`config.mk`:
```
export PLATFORM = sky130hd
export DESIGN_NAME = cbtc_top
export DESIGN_NICKNAME = d
export VERILOG_FILES = /design/src/core/cbtc_pkg.sv /design/src/core/cbtc_tq_if.sv /design/src/core/cbtc_top.sv /design/src/core/cbtc_tq_prescaler.sv
export SDC_FILE = /design/constraint.sdc
export NUM_CORES = 1
export LEC_CHECK = 0
export BUFFER_PORTS_ARGS = -buffer_cell sky130_fd_sc_hd__buf_2
export CAP_MARGIN = 15
export CORE_MARGIN = 1.5
export CORE_UTILIZATION = 35
export DETAILED_ROUTE_END_ITERATION = 8
export SLEW_MARGIN = 0
export SYNTH_ARGS = -nofsm -noshare
export SYNTH_HDL_FRONTEND = slang
export SYNTH_SLANG_ARGS = --single-unit
```
`constraint.sdc`:
```
create_clock -name CLK_SYS_I -period 5.5 [get_ports CLK_SYS_I]
set_input_delay 1.375 -clock CLK_SYS_I [delete_from_list [all_inputs] [get_ports CLK_SYS_I]]
set_output_delay 1.375 -clock CLK_SYS_I [all_outputs]
set_load 0.05 [all_outputs]
```
`src/core/cbtc_pkg.sv`:
```
// Constants for the CAN bit-timing configuration block.
// Assumes a single system clock that also clocks the CAN controller.
package cbtc_pkg;

    // ----------------------------------------------------------------
    // Register map (byte addresses on APB)
    // ----------------------------------------------------------------
    localparam logic [11:0] CBTC_OFS_TIMING = 12'h000; // bit_timing_config
    localparam logic [11:0] CBTC_OFS_CTRL   = 12'h004; // Mode control
    localparam logic [11:0] CBTC_OFS_STATUS = 12'h008; // Engine status

    // ----------------------------------------------------------------
    // bit_timing_config field layout
    // ----------------------------------------------------------------
    localparam int CBTC_PRESC_LSB = 16;
    localparam int CBTC_PRESC_MSB = 23;
    localparam int CBTC_SJW_LSB   = 8;
    localparam int CBTC_SJW_MSB   = 9;
    localparam int CBTC_TSAM_BIT  = 7;
    localparam int CBTC_PHASE_ONE_LENGTH_LSB = 3;
    localparam int CBTC_PHASE_ONE_LENGTH_MSB = 6;
    localparam int CBTC_PHASE_TWO_LENGTH_LSB = 0;
    localparam int CBTC_PHASE_TWO_LENGTH_MSB = 2;

    // Control register fields
    localparam int CBTC_CTRL_INIT_BIT = 0;
    localparam int CBTC_CTRL_PROT_BIT = 1;

    // Status register fields
    localparam int CBTC_STAT_BIT_BIT = 0;
    localparam int CBTC_STAT_SEG_LSB = 1;
    localparam int CBTC_STAT_SEG_MSB = 2;
    localparam int CBTC_STAT_RX_BIT  = 3;

    // ----------------------------------------------------------------
    // Reset values
    // ----------------------------------------------------------------
    localparam logic [7:0] CBTC_RST_PRESC = 8'h00;
    localparam logic [1:0] CBTC_RST_SJW   = 2'h0;
    localparam logic       CBTC_RST_TSAM  = 1'b0;
    localparam logic [3:0] CBTC_RST_PHASE_ONE_LENGTH = 4'h0;
    localparam logic [2:0] CBTC_RST_PHASE_TWO_LENGTH = 3'h0;
    localparam logic       CBTC_RST_INIT  = 1'b1;
    localparam logic       CBTC_RST_PROT  = 1'b0;

    // ----------------------------------------------------------------
    // Timing
    // ----------------------------------------------------------------
    localparam int CBTC_CLK_PERIOD_NS = 100; // System clock, 10 MHz

    // Bit segments
    typedef enum logic [1:0] {
        CBTC_SEG_SYNC,
        CBTC_SEG_PH1,
        CBTC_SEG_PH2
    } cbtc_seg_e;

endpackage : cbtc_pkg

```
`src/core/cbtc_tq_if.sv`:
```
// Link between the bit-timing top and its quantum prescaler.
// Assumes both ends run on the same system clock.
`timescale 1ns/1ps
interface cbtc_tq_if #(parameter int PRESC_W = 8);
    logic [PRESC_W-1:0] presc_val; // Stored prescaler value
    logic               run;       // Engine running
    logic               tick;      // One-cycle pulse per quantum

    modport gen (input presc_val, input run, output tick);
    modport use_tq (output presc_val, output run, input tick);
endinterface : cbtc_tq_if

```
`src/core/cbtc_top.sv`:
```
// CAN bit-timing configuration and bit segmentation, APB slave.
// Assumes CAN_RX_I is asynchronous; APB runs on CLK_SYS_I.
//
// Operation
// - Timing register writes ignored outside initialization mode.
// - Timing writes need protected write enable and init mode; reads always.
// - Quantum equals clock period times prescaler value plus one, bits 23:16.
// - Effective prescaler is stored value plus one, 1 to 256.
// - Jump width from bits 9:8 plus one, 1 to 4 quanta.
// - Resync lengthens or shortens bit by at most jump width.
// - Reserved bits 31:24 and 15:10 ignore writes.
// - Prescaler clocked at system clock rate.
// - Bit 7 selects three-sample majority ending at sample point.
// - Phase-one length is bits 6:3 plus one.
// - Phase-two length is bits 2:0 plus one, 1 to 8.
//
// Design decisions made here: register access over APB and the register addresses.
`timescale 1ns/1ps
module cbtc_top
    import cbtc_pkg::*;
#(
    parameter int PRESC_W = 8
) (
    input  wire logic        CLK_SYS_I,
    input  wire logic        RST_I,
    input  wire logic        PSEL_I,
    input  wire logic        PENABLE_I,
    input  wire logic        PWRITE_I,
    input  wire logic [11:0] PADDR_I,
    input  wire logic [31:0] PWDATA_I,
    output logic      [31:0] PRDATA_O,
    output logic             PREADY_O,
    output logic             PSLVERR_O,
    input  wire logic        CAN_RX_I,
    output logic             SAMPLE_BIT_O,
    output logic             SAMPLE_STROBE_O,
    output logic             TQ_TICK_O
);

    // --------------------------------------------------------------
    // Parameter check
    // --------------------------------------------------------------
    // Refuse any width other than the 8 bits the register layout holds
    if (PRESC_W != 8) begin : g_presc_chk
        $error("PRESC_W must be 8");
    end

    typedef struct packed {
        logic [7:0] presc;
        logic [1:0] resync_jump_width;
        logic       tsam;
        logic [3:0] phase_one_length;
        logic [2:0] phase_two_length;
        logic       init_mode;
        logic       prot_en;
        cbtc_seg_e  seg;
        logic [4:0] q_cnt;
        logic [4:0] seg_len;
        logic       rx_meta;
        logic       rx_sync;
        logic       rx_prev;
        logic [1:0] hist;
        logic       smp_bit;
        logic       smp_stb;
        logic       tq_tick;
        logic       pready;
        logic       pslverr;
        logic [31:0] prdata;
    } cbtc_state_s;

    cbtc_state_s st_r;
    cbtc_state_s st_nxt;

    cbtc_tq_if #(.PRESC_W(PRESC_W)) tq_if ();

    // Prescaler feed
    assign tq_if.presc_val = st_r.presc;
    assign tq_if.run       = ~st_r.init_mode;

    cbtc_tq_prescaler #(.PRESC_W(PRESC_W)) u_presc (
        .clk_i (CLK_SYS_I),
        .rst_i (RST_I),
        .tq    (tq_if.gen)
    );

    // --------------------------------------------------------------
    // Next-state logic
    // --------------------------------------------------------------
    always_comb begin
        logic [4:0] ph1_len;
        logic [4:0] ph2_len;
        logic [4:0] sjw_eff;
        logic [4:0] q1;
        logic [4:0] len;
        logic       edge_seen;
        logic       maj;
        logic       acc;
        logic       hit;
        logic [31:0] rd;
        st_nxt = st_r;
        ph1_len = {1'b0, st_r.phase_one_length} + 5'h01;
        ph2_len = {2'b00, st_r.phase_two_length} + 5'h01;
        sjw_eff = {3'b000, st_r.resync_jump_width} + 5'h01;
        q1 = st_r.q_cnt + 5'h01;
        len = st_r.seg_len;
        edge_seen = tq_if.tick & st_r.rx_prev & ~st_r.rx_sync;
        maj = (st_r.hist[1] & st_r.hist[0]) | (st_r.hist[1] & st_r.rx_sync)
            | (st_r.hist[0] & st_r.rx_sync);
        acc = PSEL_I & PENABLE_I;
        hit = 1'b1;
        rd = 32'h0000_0000;

        // Receive synchroniser
        st_nxt.rx_meta = CAN_RX_I;
        st_nxt.rx_sync = st_r.rx_meta;
        st_nxt.smp_stb = 1'b0;
        st_nxt.tq_tick = tq_if.tick;

        // Bit segmentation
        if (st_r.init_mode) begin
            st_nxt.seg     = CBTC_SEG_SYNC;
            st_nxt.q_cnt   = 5'h00;
            st_nxt.seg_len = 5'h01;
        end else if (tq_if.tick) begin
            st_nxt.rx_prev = st_r.rx_sync;
            st_nxt.hist    = {st_r.hist[0], st_r.rx_sync};
            st_nxt.q_cnt   = q1;
            unique case (st_r.seg)
                CBTC_SEG_SYNC: begin
                    st_nxt.seg     = CBTC_SEG_PH1;
                    st_nxt.q_cnt   = 5'h00;
                    st_nxt.seg_len = ph1_len;
                end
                CBTC_SEG_PH1: begin
                    // lengthen by at most jump width
                    if (edge_seen) begin
                        len = st_r.seg_len + ((q1 < sjw_eff) ? q1 : sjw_eff);
                    end
                    st_nxt.seg_len = len;
                    // sample at end of phase one
                    if (q1 >= len) begin
                        st_nxt.smp_stb = 1'b1;
                        st_nxt.smp_bit = st_r.tsam ? maj : st_r.rx_sync;
                        st_nxt.seg     = CBTC_SEG_PH2;
                        st_nxt.q_cnt   = 5'h00;
                        st_nxt.seg_len = ph2_len;
                    end
                end
                CBTC_SEG_PH2: begin
                    // shorten by at most jump width
                    if (edge_seen) begin
                        len = (ph2_len > sjw_eff + q1) ? ph2_len - sjw_eff : q1;
                    end
                    st_nxt.seg_len = len;
                    if (q1 >= len) begin
                        st_nxt.seg     = CBTC_SEG_SYNC;
                        st_nxt.q_cnt   = 5'h00;
                        st_nxt.seg_len = 5'h01;
                    end
                end
            endcase
        end

        // APB read mux, reserved bits read zero
        unique case (PADDR_I)
            CBTC_OFS_TIMING: begin
                rd[CBTC_PRESC_MSB:CBTC_PRESC_LSB] = st_r.presc;
                rd[CBTC_SJW_MSB:CBTC_SJW_LSB]     = st_r.resync_jump_width;
                rd[CBTC_TSAM_BIT]                 = st_r.tsam;
                rd[CBTC_PHASE_ONE_LENGTH_MSB:CBTC_PHASE_ONE_LENGTH_LSB] = st_r.phase_one_length;
                rd[CBTC_PHASE_TWO_LENGTH_MSB:CBTC_PHASE_TWO_LENGTH_LSB] = st_r.phase_two_length;
            end
            CBTC_OFS_CTRL: begin
                rd[CBTC_CTRL_INIT_BIT] = st_r.init_mode;
                rd[CBTC_CTRL_PROT_BIT] = st_r.prot_en;
            end
            CBTC_OFS_STATUS: begin
                rd[CBTC_STAT_BIT_BIT]             = st_r.smp_bit;
                rd[CBTC_STAT_SEG_MSB:CBTC_STAT_SEG_LSB] = st_r.seg;
                rd[CBTC_STAT_RX_BIT]              = st_r.rx_sync;
            end
            default: hit = 1'b0;
        endcase

        // APB: one wait state, answer registered
        st_nxt.pready  = acc & ~st_r.pready;
        st_nxt.pslverr = acc & ~st_r.pready & ~hit;
        if (acc & ~st_r.pready & ~PWRITE_I) begin
            st_nxt.prdata = rd;
        end

        // Register writes at completing edge
        if (acc & st_r.pready & PWRITE_I) begin
            if (PADDR_I == CBTC_OFS_TIMING && st_r.init_mode && st_r.prot_en) begin
                st_nxt.presc = PWDATA_I[CBTC_PRESC_MSB:CBTC_PRESC_LSB];
                st_nxt.resync_jump_width   = PWDATA_I[CBTC_SJW_MSB:CBTC_SJW_LSB];
                st_nxt.tsam  = PWDATA_I[CBTC_TSAM_BIT];
                st_nxt.phase_one_length = PWDATA_I[CBTC_PHASE_ONE_LENGTH_MSB:CBTC_PHASE_ONE_LENGTH_LSB];
                st_nxt.phase_two_length = PWDATA_I[CBTC_PHASE_TWO_LENGTH_MSB:CBTC_PHASE_TWO_LENGTH_LSB];
            end
            if (PADDR_I == CBTC_OFS_CTRL) begin
                st_nxt.init_mode = PWDATA_I[CBTC_CTRL_INIT_BIT];
                st_nxt.prot_en   = PWDATA_I[CBTC_CTRL_PROT_BIT];
            end
        end
    end

    // --------------------------------------------------------------
    // State register
    // --------------------------------------------------------------
    always_ff @(posedge CLK_SYS_I or posedge RST_I) begin
        if (RST_I) begin
            st_r           <= '0;
            st_r.presc     <= CBTC_RST_PRESC;
            st_r.resync_jump_width       <= CBTC_RST_SJW;
            st_r.tsam      <= CBTC_RST_TSAM;
            st_r.phase_one_length     <= CBTC_RST_PHASE_ONE_LENGTH;
            st_r.phase_two_length     <= CBTC_RST_PHASE_TWO_LENGTH;
            st_r.init_mode <= CBTC_RST_INIT;
            st_r.prot_en   <= CBTC_RST_PROT;
            st_r.seg       <= CBTC_SEG_SYNC;
            st_r.seg_len   <= 5'h01;
            st_r.rx_meta   <= 1'b1;
            st_r.rx_sync   <= 1'b1;
            st_r.rx_prev   <= 1'b1;
            st_r.hist      <= 2'h3;
            st_r.smp_bit   <= 1'b1;
        end else begin
            st_r <= st_nxt;
        end
    end

    // Outputs straight from flops
    assign PRDATA_O        = st_r.prdata;
    assign PREADY_O        = st_r.pready;
    assign PSLVERR_O       = st_r.pslverr;
    assign SAMPLE_BIT_O    = st_r.smp_bit;
    assign SAMPLE_STROBE_O = st_r.smp_stb;
    assign TQ_TICK_O       = st_r.tq_tick;

endmodule : cbtc_top

```
`src/core/cbtc_tq_prescaler.sv`:
```
// Time-quantum prescaler: one tick every (presc_val + 1) system clocks.
// Assumes presc_val stable while run is high.
`timescale 1ns/1ps
module cbtc_tq_prescaler
    import cbtc_pkg::*;
#(
    parameter int PRESC_W = 8
) (
    input  wire logic   clk_i,
    input  wire logic   rst_i,
    cbtc_tq_if.gen      tq
);

    typedef struct packed {
        logic [PRESC_W-1:0] cnt;
        logic               tick;
    } cbtc_presc_s;

    cbtc_presc_s st_r;
    cbtc_presc_s st_nxt;

    // --------------------------------------------------------------
    // Divider
    // --------------------------------------------------------------
    // Count clocks, wrap at prescaler value
    always_comb begin
        st_nxt      = st_r;
        st_nxt.tick = 1'b0;
        if (!tq.run) begin
            st_nxt.cnt = '0;
        end else if (st_r.cnt == tq.presc_val) begin
            st_nxt.cnt  = '0;
            st_nxt.tick = 1'b1;
        end else begin
            st_nxt.cnt = st_r.cnt + PRESC_W'(1);
        end
    end

    always_ff @(posedge clk_i or posedge rst_i) begin
        if (rst_i) begin
            st_r <= '0;
        end else begin
            st_r <= st_nxt;
        end
    end

    assign tq.tick = st_r.tick;

endmodule : cbtc_tq_prescaler

```
# Word level (Yosys, flattened, before mapping)

Cells that the tools add are included.

Register bits: 69
Bits of input ports: 50
Output and inout bits: 37
Word-level logic and storage cells: 99

$add $sub $neg: 8
Magnitude comparators: 4
Equal/unequal tests: 7
Multiplexer cells: 29
Bitwise logic cells: 18
Reductions and logical operators: 11

Operator list:

| cell                  | count |
|---|---|
| $mux W5               | 10 |
| $mux W12              | 4 |
| $pmux W12 S3          | 1 |
| $mux W8               | 3 |
| $eq A12 B3 Y1 const B | 1 |
| $eq A12 B4 Y1 const B | 1 |
| $logic_not A12 Y1     | 1 |
| $and A1 B1 Y1         | 11 |
| $ge A5 B5 Y1          | 2 |
| $add A8 B1 Y8 const B | 1 |
| $eq A8 B8 Y1          | 1 |
| $mux W1               | 8 |
| $mux W6               | 1 |
| $ne A3 B3 Y1 const B  | 2 |
| $pmux W2 S3           | 1 |
| $reduce_and A2 Y1     | 3 |
| $add A3 B5 Y5         | 1 |
| $add A4 B1 Y5 const B | 1 |
| $add A5 B1 Y5 const B | 1 |
| $add A5 B5 Y5         | 1 |
| $gt A4 B5 Y1          | 1 |
| $lt A5 B3 Y1          | 1 |
| $not A1 Y1            | 5 |
| $sub A4 B3 Y5         | 1 |
| other kinds (12)      | 14 |

# Longest topological paths before layout

Word-level depth: 13
Depth in mapped cells: 22
Depth with buffers taken out: 21

# By module

A second synthesis with hierarchy kept.

Cell total of the unflattened synthesis: 449
Area total of the unflattened synthesis: 4516.8 um2

By module, submodules not included:

| module            | times used | cells an instance | area each (um2) | sequential area each (um2) |
|---|---|---|---|---|
| cbtc_top          | 1          | 401               | 4001.3          | 1485.2 |
| cbtc_tq_prescaler | 1          | 48                | 515.5           | 225.2 |

# Worst setup path before layout

Ideal clock, no wire load.

Kind: flip-flop to flip-flop
From: register st_r[47] in the netlist's numbering
To: register st_r[42] in the netlist's numbering
Setup time: 73 ps
Arrival time: 4351 ps
Required time: 5427 ps
Path slack: 1076 ps
Cell stages (with the launch flop): 19
Buffers on the path: 1
Clock period less this slack: 4424 ps
Cell sequence: dfrtp_1 -> ha_1 -> xor2_1 -> ha_1 -> o21ai_0 -> or3_1 -> buf_2 -> mux2_4 -> ha_1 -> nor2b_1 -> o21a_1 -> o311a_1 -> ha_1 -> or3b_1 -> a311oi_1 -> nor2_1 -> o221ai_1 -> o22ai_1 -> a21oi_1

Longest elaborated chain between the ends: 13
Elaborated cells between the ends (all ways): 22
Those cells by class: add/sub: 3; order compare: 4; mux: 15

Ends and longest elaborated chain:

| item                                                 | RTL line                         | text |
|---|---|---|
| from (decl)                                          | cbtc_top.sv:71                   | `cbtc_state_s st_r;` |
| from (signal assigned)                               | cbtc_top.sv:229                  | `st_r <= st_nxt;` |
| $add A5 B1 Y5 *                                      | cbtc_top.sv:104                  | `q1 = st_r.q_cnt + 5'h01;` |
| $add A3 B5 Y5 / $lt A5 B3 Y1 (equally long branches) | cbtc_top.sv:152, cbtc_top.sv:137 |  |
| $gt A4 B5 Y1 / $mux W5 (equally long branches)       | cbtc_top.sv:152, cbtc_top.sv:137 |  |
| $mux W5 / $add A5 B5 Y5 (equally long branches)      | cbtc_top.sv:152, cbtc_top.sv:137 |  |
| $mux W5, on equally long branches                    | cbtc_top.sv:151, cbtc_top.sv:136 |  |
| $mux W5                                              | cbtc_top.sv:128                  | `unique case (st_r.seg)` |
| $mux W5                                              | cbtc_top.sv:124                  | `end else if (tq_if.tick) begin` |
| $mux W5                                              | cbtc_top.sv:120                  | `if (st_r.init_mode) begin` |
| $ge A5 B5 Y1, on equally long branches               | cbtc_top.sv:155, cbtc_top.sv:141 |  |
| $mux W12, on equally long branches                   | cbtc_top.sv:155, cbtc_top.sv:141 |  |
| $pmux W12 S3 *                                       | cbtc_top.sv:128                  |  |
| $mux W12 *                                           | cbtc_top.sv:124                  |  |
| $mux W12 *                                           | cbtc_top.sv:120                  |  |

Mark *: on every way between the ends. The rest lies on a longest branch, timed or not. The select of a mux whose other input is x is not followed.
A chain may end at the register's enable or synchronous reset.

# Worst setup path after layout

Ends and elaborated chain as after synthesis.

==> reports/metrics.cfg <==
[run_status]
status = complete, no violations

[detailed_routing]
drcViolationCount = 0
postRouteAntennaNets = 0
drt_iter0_drc = 164
vias = 3306
drt-total-wl_mm = 10.14
viasPerCell = 5.047
wl_per_cell_um = 15.48
first_pass_iters = 5

[layout]
final_cell_mix = dfrtp_1 (61), buf_2 (58), ha_1 (36), nor2_1 (28), inv_1 (25)
final_common_cell = dfrtp_1
fin_nets = 565
areaGrowthSynthToFinish_pct = 12.16
fillers = 1241
post_layout_nonfiller_instances = 655
n_antenna_cell = 0
drive_gt1_share_pct = 25.05

[power_and_ir_drop]
p_seq_share_pct = 30.8
p_leak_uw = 0.002537
power_density_mw_per_mm2 = 382.4
intPower_uw = 1175
swShare_pct = 38.77
max-vdd-ir-drop_mv = 0.1788
combPwrFrac_pct = 40.5
p_clk_share_pct = 28.7
switching_power_uw = 744.4

[cts]
cts_tree = built
clockBufferDepth = 2
clk_pin_slew_ps = 60
hold_buffers = 0
cts.htree.levels = 3
clock_latency_ps = 330
numCtsBuffers = 9
cts_setup_buffers = 0
ctsRootBufferMaster = clkbuf_16
cts_num_sinks = 68

[global_routing]
grt_max_degree = 44
overflow = 0
grt_pass1_vias = 3361
grt_util_all_layers_pct = 16.10
grt_antenna_before_repair = 0
grt_pass1_wl_mm = 16.64

[floorplanning]
io_pins = 87
fp-row-count = 41
die_area_mm2 = 0.01347
initial_core_util_pct = 35.61
die_h_um = 116.1
core_area_mm2 = 0.01257
die_x_um = 116.1

[worst_setup_path]
reg2reg_depth = 20
worst_path_max_delay_cell = dfrtp_1
crit_fanout = 9
worstSetupPathType = reg2reg
crit_family = adder cells
cpPeakStageDelay_ps = 540
worstSetupEndpointType = flop
cp_common_cell = ha_1
required_ps = 5760
path_buf_inv = 1
startpoint_type = flop
arrival_ps = 5350
path_cells = ha_1, ha_1, nor2_1, nor2_1, o21ai_0, or3_1, a21oi_1, ha_1, inv_1, fa_1, nor2b_1, o2111ai_1, o311a_1, ha_1, or3b_1, a311oi_1, nor2_2, o221ai_1, o22ai_1, a21oi_1
path_depth = 20

[timing]
hold_violations = 0
min_period_ps = 5090
fin_skew_ps = 6.700
tns_ps = 0
relSlewSlack_pct = 25.47
post-route-period-util_pct = 92.55
fmax_mhz = 196.5
slew_viol_final = 0
rsz0062_at_grt = no
setup_violations = 0
max_slew.worst_pin.slew_ps = 1114
hold-worst-slack_ps = 356.8

[min_path]
whs_path_depth = 0
hold_path.class = reg2reg

[synthesis]
avgSynthCellArea_um2 = 10.19
synth.area.top_cells = dfrtp_1 (34%), ha_1 (10%), buf_4 (5.5%), dfstp_2 (4.1%), mux2_2 (3.8%)
seq_area_frac_synth_pct = 38.22
syn_area_mm2 = 0.004476
yosys.area.top_type = dfrtp_1
ys_async_sr_fraction_pct = 100.0
yosysWarnings = 0
ys.flop_type = dfrtp_1
synth_compound_area_share_pct = 15.96
synth-edff-count = 0
synth_top_cell_area_share_pct = 34.11
synthAdderAreaFrac_pct = 10.51
synth_top_family_by_area = compound AO/OA/AOI/OAI gates
ys_types = 65
ys_seq_elements = 68
synth_xor_area_share_pct = 5.228
synth_cells = 439
muxShareOfSynthArea_pct = 8.359
synth-simple-area-share_pct = 12.38

[place]
post-place-cells = 639
place_hpwl_mm = 7.426
gp_congestion = 0.8492
portBuffers = 58

[run]
max_cap_viol_count = 0

-- cell type report --
cell class	instances	area, um^2	share of cell area, %
clock buffer	13	260.3	5.184
clock inverter	3	21.27	0.4237
inverter	27	101.3	2.019
multi-input combinational	312	2406	47.93
sequential	68	1710	34.07
tap	172	215.2	4.287
timing repair buffer	60	305.3	6.082
-- timing repair --
| item | 4_1_cts | 5_1_grt |
|---|---|---|
| endpoints found under the hold margin | 0 | 0 |
| setup endpoints to repair | 0 | 4 |
| gates resized for setup | 0 | 1 |
-- synthesized netlist by cell type, types with 8 or more instances --
cell	n
a21oi_1	19
a22o_1	14
buf_4	33
dfrtp_1	61
ha_1	36
inv_1	26
mux2_2	15
mux2_4	9
nand2_1	23
nand3_1	13
nor2_1	29
nor2b_1	8
o21ai_0	15
xor2_1	18
-- routing by layer --
layer | vias up | part of all wire [%] | GRT usage [%]
met1 | 1580 | 45 | 21.06
met3 | 16 | 5.4 | 3.713
li1 | 1597 | - | -
met2 | 113 | 48 | 26.59
met5 | - | 0 | 0
met4 | 0 | 1.7 | 4.878
-- through the flow --
step           area, um^2  util, %  power, uW  setup WS (ps)
2_1_floorplan        4528        -       1188           1076
3_3_place_gp         4736    37.68       1341          511.3
3_5_place_dp         4736    37.68       1364          382.2
4_1_cts              5017    39.92       1923          354.0
5_1_grt              5020    39.94       2059          86.95
6_report             5020    39.94       1920          409.7
-- cell families after synthesis --
kind of cell / after synthesis
AOI/OAI and AO/OA: 100
xor gates and xnor gates: 25
adders and majority gates: 37
buffers and inverters: 73
DFF: 68
muxes: 31
other: 1
and+or+nand+nor: 104
-- path summary, 6_finish.rpt --
kind,from,endpoint,slack [ps]
min in group asynchronous,RST_I,PRDATA_O[1],1250
max in group asynchronous,RST_I,st_r[42],3310
hold reg to reg,st_nxt[40],st_r[40],360
hold / removal,st_nxt[40],st_r[40],360
setup reg to reg,st_r[47],st_r[42],410
setup / recovery,st_r[47],st_r[42],410
-- registers in the layout (all words and copies together), names as in the netlist --
name,cells
st_nxt,1
u_presc.st_r,8
PSLVERR_O,1
tq_if.presc_val,8
PRDATA_O,18
u_presc.tq.tick,1
SAMPLE_STROBE_O,1
PREADY_O,1
TQ_TICK_O,1
SAMPLE_BIT_O,1
st_r,27
-- worst register-to-register path, cell delays in order (launching register included) --
cell	delay, ps
dfrtp_1	540
ha_1	500
ha_1	340
nor2_1	50
nor2_1	70
o21ai_0	70
or3_1	430
a21oi_1	240
ha_1	210
inv_1	60
fa_1	390
nor2b_1	180
o2111ai_1	120
o311a_1	180
ha_1	220
or3b_1	380
a311oi_1	360
nor2_2	180
o221ai_1	230
o22ai_1	120
a21oi_1	130
-- power groups by stage --
stage | clock, uW | sequential, uW | combinational [uW]
global placement | 0 | 598 | 743
floorplan | 0 | 611 | 577
global route | 584 | 596 | 879
CTS | 562 | 590 | 771
detailed placement | 0 | 598 | 765
finish | 551 | 591 | 778
(Power assumes the default switching activity.)
